`config.mk`:
```
export PLATFORM = sky130hd
export DESIGN_NAME = peiu_top
export DESIGN_NICKNAME = d
export VERILOG_FILES = /design/src/logic/peiu_pkg.sv /design/src/logic/peiu_sat_counter.sv /design/src/logic/peiu_top.sv
export SDC_FILE = /design/constraint.sdc
export NUM_CORES = 1
export LEC_CHECK = 0
export BUFFER_PORTS_ARGS = -buffer_cell sky130_fd_sc_hd__buf_2
export CAP_MARGIN = 10
export CORE_ASPECT_RATIO = 0.75
export CORE_MARGIN = 2
export CORE_UTILIZATION = 47
export DETAILED_ROUTE_END_ITERATION = 8
export PLACE_DENSITY = 0.77
export SYNTH_ARGS = -nofsm -noshare
export SYNTH_HDL_FRONTEND = slang
export SYNTH_SLANG_ARGS = --single-unit
```
`constraint.sdc`:
```
create_clock -name clk_sys -period 2 [get_ports clk_sys]
set_clock_uncertainty 0.1 [all_clocks]
set_input_delay 0.4 -clock clk_sys [delete_from_list [all_inputs] [get_ports clk_sys]]
set_output_delay 0.4 -clock clk_sys [all_outputs]
set_load 0.01 [all_outputs]
```
`src/logic/peiu_pkg.sv`:
```
// package: register map, field positions and reset values of the event interrupt unit
package peiu_pkg;
  localparam int unsigned ADDR_W = 12;
  // printed offsets are not multiples of four: kept as indices, byte address is four times
  localparam logic [7:0] IDX_INT_CONTROL   = 8'h11;
  localparam logic [7:0] IDX_INT_STATUS_EN = 8'h12;
  localparam logic [7:0] IDX_FALSE_CARRIER = 8'h14;
  localparam logic [7:0] IDX_RX_ERROR      = 8'h15;
  localparam logic [7:0] IDX_IRQ_STATUS    = 8'h20;
  localparam logic [7:0] IDX_IRQ_ENABLE    = 8'h21;
  localparam logic [7:0] IDX_IRQ_CLEAR     = 8'h22;
  localparam int unsigned CTL_OE_BIT    = 0;
  localparam int unsigned CTL_GIE_BIT   = 1;
  localparam int unsigned CTL_TEST_BIT  = 2;
  localparam int unsigned NUM_SRC       = 7;
  localparam int unsigned PEND_LSB      = 8;
  localparam int unsigned EN_LSB        = 0;
  // source order, msb first: energy, link, speed, duplex, autoneg, false carrier, rx error
  localparam int unsigned SRC_FC_HALF   = 1;
  localparam int unsigned SRC_RX_HALF   = 0;
  localparam int unsigned CNT_W         = 8;
  localparam logic [2:0]  CTL_RESET     = 3'h0;
  localparam logic [6:0]  EN_RESET      = 7'h00;
  localparam logic [7:0]  CNT_RESET     = 8'h00;
  // system interrupt status bits
  localparam int unsigned SYS_PEND_BIT  = 0;
  localparam int unsigned SYS_TEST_BIT  = 1;
  localparam int unsigned SYS_W         = 2;
endpackage : peiu_pkg

```
`src/logic/peiu_sat_counter.sv`:
```
// saturating clear-on-read event counter with half-full event
`timescale 1ns/1ps
module peiu_sat_counter
#(
  parameter int unsigned WIDTH = 8
)
(
  input  wire logic             clk_sys,
  input  wire logic             resetn,
  input  wire logic             ce,
  input  wire logic             inc,
  input  wire logic             clear,
  output logic [WIDTH-1:0]      count,
  output logic                  half_evt
);
  if (WIDTH < 2)
  begin : g_bad_width
    $error("counter width must be at least 2");
  end

  logic [WIDTH-1:0] count_r;
  logic [WIDTH-1:0] count_nxt;
  wire              at_max  = &count_r;
  wire              do_inc  = inc && !at_max;

  // saturate at all ones; a read clears, an increment in the same cycle survives
  assign count_nxt = clear ? (inc ? WIDTH'(1) : '0) : (do_inc ? count_r + WIDTH'(1) : count_r);
  assign count     = count_r;
  // one event as the msb rises
  assign half_evt  = ce && count_nxt[WIDTH-1] && !count_r[WIDTH-1];

  always_ff @(posedge clk_sys)
  begin
    if (!resetn)
      count_r <= '0;
    else if (ce)
      count_r <= count_nxt;
  end
endmodule : peiu_sat_counter

```
`src/logic/peiu_top.sv`:
```
// phy event interrupt unit: control, status/enable, counters, apb slave
// What this block does
// - Seven interrupt sources: energy, link, speed, duplex, autoneg, two counters half-full.
// - Test bit 2 of control keeps forcing interrupt until cleared.
// - Global enable bit 1 gates all event interrupts.
// - Bit 0 set drives shared pin as interrupt output, else power-down input.
// - Pending bit set when its event occurred since last status read.
// - Pending recorded even with individual or global enable cleared.
// - Interrupt needs event, its enable, and global controls set.
// - Pending flags at status bits 14:8, cleared by the read returning them.
// - Enables at bits 6:0, same order, reset to zero.
// - Reserved bits ignore writes and read zero.
// - False carrier counter: 8 bits at 7:0, one count per event.
// - False carrier counter saturates at all ones.
// - False carrier counter read-only, resets zero, cleared by read.
// - False carrier counter half-full sets pending bit 9, enable bit 1.
// - Receive error counter saturating, clear on read, once per carrier, no collision.
// - Phy status interrupt-pending bit high while any pending, cleared by status read.
`timescale 1ns/1ps
module peiu_top
  import peiu_pkg::*;
(
  input  wire logic                        clk_sys,
  input  wire logic                        resetn,
  input  wire logic                        clk_en,
  input  wire logic [peiu_pkg::ADDR_W-1:0] paddr,
  input  wire logic                        psel,
  input  wire logic                        penable,
  input  wire logic                        pwrite,
  input  wire logic [31:0]                 pwdata,
  input  wire logic [3:0]                  pstrb,
  output logic      [31:0]                 prdata,
  output logic                             pready,
  output logic                             pslverr,
  input  wire logic                        energy_change,
  input  wire logic                        link_change,
  input  wire logic                        speed_change,
  input  wire logic                        duplex_change,
  input  wire logic                        autoneg_done,
  input  wire logic                        false_carrier_evt,
  input  wire logic                        rx_error_evt,
  input  wire logic                        collision,
  input  wire logic                        carrier_start,
  input  wire logic                        powerdown_irq_pin_i,
  output logic                             powerdown_irq_pin_o,
  output logic                             powerdown_irq_pin_oe,
  output logic                             powerdown_req,
  output logic                             phy_status_irq_pending,
  output logic                             irq
);
  import peiu_pkg::*;

  function automatic logic hit(input logic [ADDR_W-1:0] a, input logic [7:0] idx);
    hit = (a[ADDR_W-1:2] == (ADDR_W-2)'(idx)) && (a[1:0] == 2'h0);
  endfunction : hit

  // count as it stands after this cycle, so a read returns an event landing with it
  function automatic logic [CNT_W-1:0] sat_peek(input logic [CNT_W-1:0] c, input logic inc);
    sat_peek = (inc && !(&c)) ? c + CNT_W'(1) : c;
  endfunction : sat_peek

  logic [2:0]         ctl_r;
  logic [NUM_SRC-1:0] en_r;
  logic [NUM_SRC-1:0] pend_r;
  logic [NUM_SRC-1:0] pend_nxt;
  logic [SYS_W-1:0]   sys_stat_r;
  logic [SYS_W-1:0]   sys_stat_nxt;
  logic [SYS_W-1:0]   sys_en_r;
  logic [31:0]        prdata_r;
  logic               irq_r;
  logic               rx_counted_r;

  // apb: zero wait states, answer in first access cycle
  wire  setup_ok   = psel && !penable;
  wire  access     = psel && penable && clk_en;
  wire  wr         = access && pwrite;
  wire  rd         = access && !pwrite;
  wire  sel_ctl    = hit(paddr, IDX_INT_CONTROL);
  wire  sel_se     = hit(paddr, IDX_INT_STATUS_EN);
  wire  sel_fc     = hit(paddr, IDX_FALSE_CARRIER);
  wire  sel_rx     = hit(paddr, IDX_RX_ERROR);
  wire  sel_sst    = hit(paddr, IDX_IRQ_STATUS);
  wire  sel_sen    = hit(paddr, IDX_IRQ_ENABLE);
  wire  sel_scl    = hit(paddr, IDX_IRQ_CLEAR);
  wire  mapped     = sel_ctl | sel_se | sel_fc | sel_rx | sel_sst | sel_sen | sel_scl;
  wire  lo_lanes   = pstrb[0];
  wire  hi_lanes   = pstrb[1];
  wire  rd_status  = rd && sel_se;
  wire  rd_fc      = rd && sel_fc;
  wire  rd_rx      = rd && sel_rx;

  assign pready  = 1'b1;
  assign pslverr = access && !mapped;

  logic [CNT_W-1:0] fc_count;
  logic [CNT_W-1:0] rx_count;
  logic             fc_half;
  logic             rx_half;

  peiu_sat_counter #(.WIDTH(CNT_W)) u_fc_cnt
  (
    .clk_sys  (clk_sys),
    .resetn   (resetn),
    .ce       (clk_en),
    .inc      (false_carrier_evt),
    .clear    (rd_fc),
    .count    (fc_count),
    .half_evt (fc_half)
  );

  // at most one count per carrier event, none under collision
  wire rx_inc = rx_error_evt && !collision && (!rx_counted_r || carrier_start);

  peiu_sat_counter #(.WIDTH(CNT_W)) u_rx_cnt
  (
    .clk_sys  (clk_sys),
    .resetn   (resetn),
    .ce       (clk_en),
    .inc      (rx_inc),
    .clear    (rd_rx),
    .count    (rx_count),
    .half_evt (rx_half)
  );

  wire [NUM_SRC-1:0] evt = {energy_change, link_change, speed_change, duplex_change,
                            autoneg_done, fc_half, rx_half};

  // pending set regardless of enables; set wins over read clear
  assign pend_nxt = (rd_status ? '0 : pend_r) | evt;

  wire gie        = ctl_r[CTL_GIE_BIT];
  wire test_force = ctl_r[CTL_TEST_BIT];
  wire any_pend   = |pend_r;
  wire evt_irq    = gie && |(pend_r & en_r);
  wire phy_irq    = evt_irq || test_force;

  wire [SYS_W-1:0] sys_evt = {test_force, evt_irq};
  wire [SYS_W-1:0] sys_clr = (wr && sel_scl && lo_lanes) ? pwdata[SYS_W-1:0] : '0;
  assign sys_stat_nxt = (sys_stat_r & ~sys_clr) | sys_evt;

  wire [15:0] rd_ctl = {13'h0000, ctl_r};
  // read data taken in setup: include events of that cycle, the access clears them
  wire [15:0] rd_se  = {1'b0, pend_nxt, 1'b0, en_r};
  wire [15:0] rd_fcw = {8'h00, sat_peek(fc_count, false_carrier_evt)};
  wire [15:0] rd_rxw = {8'h00, sat_peek(rx_count, rx_inc)};
  wire [31:0] rd_mux = sel_ctl ? {16'h0000, rd_ctl} :
                       sel_se  ? {16'h0000, rd_se}  :
                       sel_fc  ? {16'h0000, rd_fcw} :
                       sel_rx  ? {16'h0000, rd_rxw} :
                       sel_sst ? {30'h00000000, sys_stat_r} :
                       sel_sen ? {30'h00000000, sys_en_r} : 32'h00000000;

  always_ff @(posedge clk_sys)
  begin
    if (!resetn)
    begin
      ctl_r <= CTL_RESET;
      en_r  <= EN_RESET;
    end
    else if (wr && lo_lanes)
    begin
      if (sel_ctl)
        ctl_r <= pwdata[2:0];
      if (sel_se)
        en_r <= pwdata[EN_LSB +: NUM_SRC];
    end
  end

  always_ff @(posedge clk_sys)
  begin
    if (!resetn)
    begin
      pend_r     <= '0;
      sys_stat_r <= '0;
      sys_en_r   <= '0;
    end
    else if (clk_en)
    begin
      pend_r     <= pend_nxt;
      sys_stat_r <= sys_stat_nxt;
      if (wr && sel_sen && lo_lanes)
        sys_en_r <= pwdata[SYS_W-1:0];
    end
  end

  always_ff @(posedge clk_sys)
  begin
    if (!resetn)
      rx_counted_r <= 1'b0;
    else if (clk_en)
    begin
      if (carrier_start)
        rx_counted_r <= rx_inc;
      else if (rx_inc)
        rx_counted_r <= 1'b1;
    end
  end

  always_ff @(posedge clk_sys)
  begin
    if (!resetn)
    begin
      prdata_r <= 32'h00000000;
      irq_r    <= 1'b0;
    end
    else if (clk_en)
    begin
      if (setup_ok && !pwrite)
        prdata_r <= rd_mux;
      irq_r <= |(sys_stat_nxt & sys_en_r);
    end
  end

  assign prdata = prdata_r;
  assign irq    = irq_r;

  // shared pin: interrupt output active low when enabled, else power-down input
  assign powerdown_irq_pin_oe   = ctl_r[CTL_OE_BIT];
  assign powerdown_irq_pin_o    = !phy_irq;
  assign powerdown_req          = !ctl_r[CTL_OE_BIT] && !powerdown_irq_pin_i;
  assign phy_status_irq_pending = any_pend;

  upper_lane_a: assert property (@(posedge clk_sys) disable iff (!resetn)
    (wr && sel_ctl && hi_lanes && !lo_lanes) |=> $stable(ctl_r)) else $error("upper lane wrote");

  pend_set_a: assert property (@(posedge clk_sys) disable iff (!resetn)
    (clk_en && evt[6]) |=> pend_r[6]) else $error("energy event lost");

  pend_clear_a: assert property (@(posedge clk_sys) disable iff (!resetn)
    (rd_status && evt == '0) |=> pend_r == '0) else $error("status read did not clear");

  test_force_a: assert property (@(posedge clk_sys) disable iff (!resetn)
    test_force |-> !powerdown_irq_pin_o) else $error("test bit not forcing");

  gie_gate_a: assert property (@(posedge clk_sys) disable iff (!resetn)
    (!gie && !test_force) |-> powerdown_irq_pin_o) else $error("event irq without global");

  fc_sat_a: assert property (@(posedge clk_sys) disable iff (!resetn)
    (fc_count == 8'hFF && !rd_fc) |=> fc_count == 8'hFF) else $error("counter wrapped");

  fc_clr_a: assert property (@(posedge clk_sys) disable iff (!resetn)
    (rd_fc && !false_carrier_evt) |=> fc_count == 8'h00) else $error("counter not cleared");

  fc_half_a: assert property (@(posedge clk_sys) disable iff (!resetn)
    (clk_en && !fc_count[7] && $past(clk_en) && fc_half) |=> pend_r[SRC_FC_HALF])
    else $error("half-full flag missing");

  pend_stat_a: assert property (@(posedge clk_sys) disable iff (!resetn)
    phy_status_irq_pending == (pend_r != '0)) else $error("phy status pending wrong");

  pin_dir_a: assert property (@(posedge clk_sys) disable iff (!resetn)
    $rose(ctl_r[CTL_OE_BIT]) |-> powerdown_irq_pin_oe && !powerdown_req)
    else $error("pin direction wrong");

  rsv_ctl_a: assert property (@(posedge clk_sys) disable iff (!resetn)
    (clk_en && setup_ok && !pwrite && sel_ctl) |=> prdata[31:3] == '0)
    else $error("control reserved bits set");

  rsv_se_a: assert property (@(posedge clk_sys) disable iff (!resetn)
    (clk_en && setup_ok && !pwrite && sel_se) |=> (prdata[31:16] == '0 && !prdata[15] && !prdata[7]))
    else $error("status reserved bits set");

  fc_upper_a: assert property (@(posedge clk_sys) disable iff (!resetn)
    (clk_en && setup_ok && !pwrite && sel_fc) |=> prdata[31:8] == '0)
    else $error("counter upper bits set");

  fc_step_a: assert property (@(posedge clk_sys) disable iff (!resetn)
    (clk_en && false_carrier_evt && !rd_fc && fc_count != 8'hFF) |=> fc_count == $past(fc_count) + 8'h01)
    else $error("counter missed a step");

  fc_hold_a: assert property (@(posedge clk_sys) disable iff (!resetn)
    (clk_en && !false_carrier_evt && !rd_fc) |=> $stable(fc_count))
    else $error("counter moved without event");

  rx_once_a: assert property (@(posedge clk_sys) disable iff (!resetn)
    (clk_en && rx_inc) |=> (!rx_inc || carrier_start))
    else $error("rx counted twice per carrier");

  rx_col_a: assert property (@(posedge clk_sys) disable iff (!resetn)
    (clk_en && collision && !rd_rx) |=> $stable(rx_count))
    else $error("rx counted under collision");

  rx_half_a: assert property (@(posedge clk_sys) disable iff (!resetn)
    (clk_en && rx_half) |=> pend_r[SRC_RX_HALF])
    else $error("rx half-full flag missing");

  fc_edge_a: assert property (@(posedge clk_sys) disable iff (!resetn)
    fc_half |-> !fc_count[7])
    else $error("half-full event repeated");

  pend_keep_a: assert property (@(posedge clk_sys) disable iff (!resetn)
    (clk_en && !rd_status) |=> (pend_r & $past(pend_r)) == $past(pend_r))
    else $error("pending lost without read");

  en_write_a: assert property (@(posedge clk_sys) disable iff (!resetn)
    (wr && sel_se && lo_lanes) |=> en_r == $past(pwdata[6:0]))
    else $error("enable write lost");

  link_set_a: assert property (@(posedge clk_sys) disable iff (!resetn)
    (clk_en && evt[5]) |=> pend_r[5])
    else $error("link event lost");

  speed_set_a: assert property (@(posedge clk_sys) disable iff (!resetn)
    (clk_en && evt[4]) |=> pend_r[4])
    else $error("speed event lost");

  duplex_set_a: assert property (@(posedge clk_sys) disable iff (!resetn)
    (clk_en && evt[3]) |=> pend_r[3])
    else $error("duplex event lost");

  autoneg_set_a: assert property (@(posedge clk_sys) disable iff (!resetn)
    (clk_en && evt[2]) |=> pend_r[2])
    else $error("autoneg event lost");

  evt_irq_a: assert property (@(posedge clk_sys) disable iff (!resetn)
    (gie && (pend_r & en_r) != '0) |-> !powerdown_irq_pin_o)
    else $error("enabled event without irq");

  en_mask_a: assert property (@(posedge clk_sys) disable iff (!resetn)
    (!test_force && (pend_r & en_r) == '0) |-> powerdown_irq_pin_o)
    else $error("irq without enabled event");

  pdn_input_a: assert property (@(posedge clk_sys) disable iff (!resetn)
    !ctl_r[CTL_OE_BIT] |-> powerdown_req == !powerdown_irq_pin_i)
    else $error("power-down input ignored");

  oe_drive_a: assert property (@(posedge clk_sys) disable iff (!resetn)
    ctl_r[CTL_OE_BIT] |-> !powerdown_req)
    else $error("power-down while driving");

  test_release_a: assert property (@(posedge clk_sys) disable iff (!resetn)
    ($fell(test_force) && !gie) |-> powerdown_irq_pin_o)
    else $error("irq held after test bit");

  stat_read_a: assert property (@(posedge clk_sys) disable iff (!resetn)
    (rd_status && evt == '0) |=> !phy_status_irq_pending)
    else $error("phy pending not cleared");

  ctl_write_a: assert property (@(posedge clk_sys) disable iff (!resetn)
    (wr && sel_ctl && lo_lanes) |=> ctl_r == $past(pwdata[2:0]))
    else $error("control write lost");
endmodule : peiu_top

```
Word level (Yosys, flattened, before mapping):

Cells that the tools add are included.

* logic and storage cells: 105
* input port bits: 64
* bits in registers: 71

* muxes and demuxes: 16
* add/subtract/negate cells: 2
* bitwise gates (word level): 12
* eq/ne operators: 7
* reduce and logical (&&, ||, !) cells: 58

Operators by type and width (number)
* 2-to-1 mux 8 bit: 6
* equality test 10 x 5 -> 1 bit, second input constant: 4
* logical AND 1 bit: 32
* equality test 10 x 6 -> 1 bit, second input constant: 3
* 2-to-1 mux 15 bit: 2
* adder 8 x 1 -> 8 bit, second input constant: 2
* AND reduction 8 bit: 2
* OR reduction 7 bit: 2
* zero test 1 bit: 12
* AND reduction 2 bit: 5
* AND 7 bit: 1
* 2-to-1 mux 7 bit: 1
* OR 7 bit: 1
* 2-to-1 mux 2 bit: 3
* OR 1 bit: 6
* AND 2 bit: 2
* 2-to-1 mux 1 bit: 4
* zero test 2 bit: 1
* logical OR 1 bit: 2
* NOT 2 bit: 1
* OR 2 bit: 1
* nonzero test 2 bit: 1
* OR reduction 2 bit: 1

Logic depth before layout (Yosys ltp):

* word-level depth: 11
* gate-level depth with buffers: 8
* depth with buffers taken out: 6

Modules after synthesis:

A second synthesis with hierarchy kept.

* cell total of the unflattened synthesis: 439
* area, all modules: 3666.0 sq um

Modules (own cells, without submodules)
* peiu_top: times used 1, seq. area each 760.7 sq um, cells an instance 325, area an instance 2677.6 sq um
* peiu_sat_counter: times used 2, seq. area each 160.2 sq um, cells an instance 57, area an instance 494.2 sq um

Worst setup path before layout:

OpenSTA, ideal clock, no wires.

* path kind: in2out
* from: input paddr[7] in the netlist's numbering
* to: output pslverr
* arrival time: 1454 ps
* stages: 4
* setup slack: 46 ps
* path buffers: 0
* path through: nor4b_4 -> o31ai_1 -> a221oi_1 -> a21oi_1

* word-level cells in the longest chain between the ends: 10

RTL lines
* start, declared: RTL line peiu_top.sv:26 `input wire logic [peiu_pkg::ADDR_W-1:0] paddr,`
* equality test 10 x 5 -> 1 bit: RTL line peiu_top.sv:54 `hit = (a[ADDR_W-1:2] == (ADDR_W-2)'(idx)) && (a[1:0] == 2'h0);`
* logical AND 1 bit: RTL line peiu_top.sv:54
* OR 1 bit (5 in a row): RTL line peiu_top.sv:85 `wire mapped = sel_ctl | sel_se | sel_fc | sel_rx | sel_sst | sel_sen | sel_scl;`
* OR 1 bit *: RTL line peiu_top.sv:85
* zero test 1 bit *: RTL line peiu_top.sv:93 `assign pslverr = access && !mapped;`
* logical AND 1 bit *: RTL line peiu_top.sv:93
* end, declared: RTL line peiu_top.sv:34 `output logic pslverr,`

Mark *: on every way between the ends. The rest lies on a longest branch, timed or not.

Worst setup path after layout:

* from: input paddr[11] in the netlist's numbering
* to: output pslverr

Same word-level chain as after synthesis.

==> impl_metrics.prom <==
# TYPE chip_impl_metric gauge
chip_impl_info{name="timing.critical_path.from_type",value="input pin"} 1
chip_impl_metric{name="place.detailed.hpwl",unit="um"} 7610
chip_impl_metric{name="setup_viol",unit=""} 1
chip_impl_metric{name="vias_cell",unit=""} 6.02
chip_impl_metric{name="floorplan.core_area",unit="mm2"} 0.00693
chip_impl_metric{name="grt_max_degree",unit=""} 33
chip_impl_info{name="critical_path_top_delay_cell",value="sky130_fd_sc_hd__nor4_2"} 1
chip_impl_metric{name="die-area",unit="mm2"} 0.00800
chip_impl_metric{name="tritoncts_num_sinks",unit=""} 54
chip_impl_metric{name="drt_pass1_iterations",unit=""} 5
chip_impl_info{name="tritoncts",value="done"} 1
chip_impl_metric{name="numCtsBuffers",unit=""} 5
chip_impl_metric{name="r2r_slack",unit="ps"} 110
chip_impl_metric{name="worst-path-max-fanout",unit=""} 4
chip_impl_metric{name="holdWs",unit="ps"} 222
chip_impl_metric{name="grt_ovf",unit=""} 0
chip_impl_metric{name="synth_cell_type_count",unit=""} 77
chip_impl_metric{name="global_route.usage.total",unit="%"} 26.0
chip_impl_metric{name="simple_gate_area_share_of_the_yosys_netlist",unit="%"} 30.1
chip_impl_metric{name="cp_slowest_stage_delay",unit="ps"} 330
chip_impl_info{name="holdCritPathClass",value="in2reg"} 1
chip_impl_metric{name="cp.required",unit="ps"} 1500
chip_impl_metric{name="synthesis.yosys.warnings",unit=""} 0
chip_impl_metric{name="relSlewSlack",unit="%"} 65.6
chip_impl_metric{name="synth_compound_gate_area_share",unit="%"} 25.5
chip_impl_metric{name="layout-drive-gt1-share",unit="%"} 30.0
chip_impl_metric{name="final_net_count",unit=""} 581
chip_impl_metric{name="antenna_cells",unit=""} 0
chip_impl_metric{name="clk_path_buf_depth",unit=""} 2
chip_impl_metric{name="finalCriticalPeriod",unit="ps"} 2060
chip_impl_info{name="critical_path.cell_chain",value="buf_2, nor4_2, buf_4, nand2b_4, a221oi_4, a21oi_1, buf_2"} 1
chip_impl_metric{name="grt_pass1_vias",unit=""} 3342
chip_impl_metric{name="final.period_utilization",unit="%"} 103
chip_impl_info{name="run_status",value="complete, but fails checks"} 1
chip_impl_metric{name="r2r_cells",unit=""} 6
chip_impl_metric{name="ant_nets",unit=""} 0
chip_impl_metric{name="fin_tns_setup",unit="ps"} -60.4
chip_impl_metric{name="placement.setup.worst_slack",unit="ps"} -158
chip_impl_info{name="grt_setup_unrepaired",value="yes"} 1
chip_impl_metric{name="cts_htree_levels",unit=""} 2
chip_impl_metric{name="timing.hold.worst_path_depth",unit=""} 3
chip_impl_metric{name="wirelength",unit="um"} 10300
chip_impl_info{name="worst_r2r_endpoint",value="prdata[4]"} 1
chip_impl_metric{name="synth-xor-area-share",unit="%"} 0.766
chip_impl_metric{name="peak_clock_frequency_supported_by_timing",unit="MHz"} 485
chip_impl_metric{name="synth_seq_cells",unit=""} 54
chip_impl_info{name="setup_crit_end_kind",value="output pin"} 1
chip_impl_info{name="setup.worst_path.end",value="pslverr"} 1
chip_impl_metric{name="cells_after_synthesis",unit=""} 427
chip_impl_metric{name="syn_avg_cell_area",unit="um2"} 8.03
chip_impl_metric{name="io_buffers",unit=""} 56
chip_impl_metric{name="synth.cell_area",unit="mm2"} 0.00343
chip_impl_info{name="synth_top_family_by_area",value="simple AND/OR/NAND/NOR gates"} 1
chip_impl_metric{name="power.total",unit="W"} 0.00220
chip_impl_metric{name="number_of_enable_flip_flop_cells_after_synthesis",unit=""} 0
chip_impl_info{name="crit_path_frequent_cell",value="sky130_fd_sc_hd__buf_2"} 1
chip_impl_metric{name="place.gp.congestion",unit=""} 0.934
chip_impl_metric{name="clkSlewWorstSetupHoldPaths",unit="ps"} 100
chip_impl_metric{name="chipHeight",unit="um"} 78.0
chip_impl_info{name="synth_common_cells",value="54 x sky130_fd_sc_hd__dfxtp_1, 45 x sky130_fd_sc_hd__nand2_1, 30 x sky130_fd_sc_hd__nor2_1, 29 x sky130_fd_sc_hd__nand3_1"} 1
chip_impl_metric{name="grt_antenna_before_repair",unit=""} 0
chip_impl_metric{name="slew_violations",unit=""} 0
chip_impl_metric{name="die_width",unit="um"} 103
chip_impl_metric{name="num_rows",unit=""} 26
chip_impl_metric{name="synth_top_area_share",unit="%"} 31.5
chip_impl_metric{name="fin_ws",unit="ps"} -60.4
chip_impl_metric{name="drc_errors",unit=""} 0
chip_impl_metric{name="synth.yosys.seq_area_share",unit="%"} 31.5
chip_impl_metric{name="final-hold-violation-count",unit=""} 0
chip_impl_metric{name="power_per_cell_area",unit="mW/mm2"} 514
chip_impl_info{name="synth.area.top_cells",value="sky130_fd_sc_hd__dfxtp_1 32%, sky130_fd_sc_hd__nand2_1 4.9%, sky130_fd_sc_hd__nand3_1 4.2%"} 1
chip_impl_metric{name="ioPinCount",unit=""} 103
chip_impl_metric{name="area_delta_synth_final",unit="%"} 24.6
chip_impl_info{name="most_used_standard_cell_by_instance_count_after_synthesis",value="sky130_fd_sc_hd__dfxtp_1"} 1
chip_impl_metric{name="utilization",unit="%"} 61.7
chip_impl_info{name="synth_top_flop_cell",value="sky130_fd_sc_hd__dfxtp_1"} 1
chip_impl_metric{name="post_cts_hold_buffer_count",unit=""} 0
chip_impl_metric{name="drt_first_iter_violations",unit=""} 512
chip_impl_metric{name="count_of_max_cap_constraint_violations",unit=""} 0
chip_impl_info{name="timing.setup.critical_path_class",value="in2out"} 1
chip_impl_metric{name="arrival_time_of_data_at_the_critical_path_endpoint",unit="ps"} 1560
chip_impl_metric{name="synth_adder_area_share",unit="%"} 0.730
chip_impl_metric{name="number_of_vias_after_detailed_routing",unit=""} 3697
chip_impl_metric{name="cellLeakagePower",unit="nW"} 1.70
chip_impl_metric{name="wl_per_cell",unit="um"} 16.8
chip_impl_metric{name="first_pass_grt_wire_length",unit="um"} 16600
chip_impl_info{name="cts_root_buf",value="sky130_fd_sc_hd__clkbuf_8"} 1
chip_impl_metric{name="async_reset_ff_share",unit="%"} 0
chip_impl_metric{name="vdd_drop_max",unit="V"} 0.000386
chip_impl_info{name="yosysTopAreaCell",value="sky130_fd_sc_hd__dfxtp_1"} 1
chip_impl_info{name="critical_path.reg2reg.startpoint",value="u_rx_cnt.count[1]"} 1
chip_impl_info{name="failed_checks",value="setup timing"} 1
chip_impl_metric{name="post_synth_mux_area_share",unit="%"} 2.99
chip_impl_metric{name="start_util",unit="%"} 49.5
chip_impl_metric{name="clock_insertion_delay_at_the_later_pin_of_the_skew_report",unit="ps"} 330
chip_impl_metric{name="worst_pin_slew",unit="ps"} 516
chip_impl_info{name="critPathLaunch",value="paddr[11]"} 1
critical path: cells and delay by family:
kind | cells | cell delay, ps
buffers and inverters | 3 | 470
AO/OA/AOI/OAI | 2 | 290
AND/OR/NAND/NOR | 2 | 400
final cells by class:
cell class	count	area, um2
Sequential cell	54	1090
Tap cell	98	123
Inverter	6	22.5
Fill cell	630	2660
Timing Repair Buffer	109	711
Clock inverter	2	38.8
Multi-Input combinational cell	339	2210
Clock buffer	6	82.6
cell families after synthesis:
| kind of cell | Yosys count |
|---|---|
| compound gates | 125 |
| xor+xnor | 3 |
| fa+ha+maj | 2 |
| buf+inv | 50 |
| flops | 54 |
| mux | 10 |
| other cells | 2 |
| simple gates | 181 |
cell usage in the layout, fill, tap and decap left out, types with 3 or more instances in the layout:
cell type / count
sky130_fd_sc_hd__buf_2: 54
sky130_fd_sc_hd__buf_4: 52
sky130_fd_sc_hd__dfxtp_1: 50
sky130_fd_sc_hd__nand2_1: 45
sky130_fd_sc_hd__nor2_1: 30
sky130_fd_sc_hd__nand3_1: 28
sky130_fd_sc_hd__a21oi_1: 20
sky130_fd_sc_hd__o21ai_0: 19
sky130_fd_sc_hd__conb_1: 18
sky130_fd_sc_hd__a21boi_0: 11
sky130_fd_sc_hd__a22oi_1: 9
sky130_fd_sc_hd__nor2b_1: 8
sky130_fd_sc_hd__mux2i_1: 8
sky130_fd_sc_hd__nand4_1: 7
sky130_fd_sc_hd__inv_1: 6
sky130_fd_sc_hd__nor3_1: 6
sky130_fd_sc_hd__o21ai_1: 6
sky130_fd_sc_hd__and2_1: 6
sky130_fd_sc_hd__nand2b_1: 6
sky130_fd_sc_hd__clkbuf_8: 6
sky130_fd_sc_hd__a31oi_1: 5
sky130_fd_sc_hd__nor4_1: 5
sky130_fd_sc_hd__or2_2: 5
sky130_fd_sc_hd__o2bb2ai_1: 5
sky130_fd_sc_hd__o211ai_1: 5
sky130_fd_sc_hd__and3_1: 4
sky130_fd_sc_hd__dfxtp_2: 4
sky130_fd_sc_hd__nor4_2: 3
sky130_fd_sc_hd__nand4b_1: 3
sky130_fd_sc_hd__and4_1: 3
sky130_fd_sc_hd__a31o_1: 3
sky130_fd_sc_hd__a211oi_1: 3
sky130_fd_sc_hd__a21o_1: 3
sky130_fd_sc_hd__o31ai_1: 3
power by group:
part | leakage [nW] | internal, W | switching (W)
Combinational | 1.20 | 0.000116 | 0.000164
Sequential | 0.438 | 0.00109 | 0.0000125
Clock | 0.0618 | 0.000413 | 0.000404
Total | 1.70 | 0.00162 | 0.000581
flip-flops by register name, indices dropped and copies added (netlist names):
name and count:
rx_counted_r 1, sys_en_r 2, u_rx_cnt.count 8, en_r 7
u_fc_cnt.count 8, irq 1, ctl_r 3, sys_stat_r 2
prdata 15, pend_r 7
worst min path at each step:
stage	slack (ps)	end	from
after global routing	240	en_r[2]	pwdata[2]
after global placement	340	prdata[10]	prdata[10]
after floorplan	340	ctl_r[1]	ctl_r[1]
after detailed placement	340	prdata[12]	prdata[12]
after CTS	240	en_r[6]	pwdata[6]
final	220	en_r[3]	pwdata[3]
per-layer routing:
| metal | vias to the layer above | global-route usage, % | routed length (um) |
|---|---|---|---|
| met2 | 197 | 38.7 | 4610 |
| met3 | 29 | 5.41 | 946 |
| li1 | 1730 | - | - |
| met1 | 1741 | 37.6 | 4570 |
| met5 | - | 0 | 0 |
| met4 | 0 | 7.87 | 215 |
per-stage QoR:
stage | area [um2] | instances
global route | 4270 | 614
floorplan | 3490 | 443
global placement | 4010 | 601
CTS | 4160 | 610
detailed placement | 4010 | 601
finish | 4270 | 614
timing repair:
action,in CTS,in global routing
endpoints found under the hold margin,0,0
setup endpoints to repair,2,16
setup buffers,1,4
resized for setup,8,15
pin swaps,6,5
(Power assumes the default switching activity.)
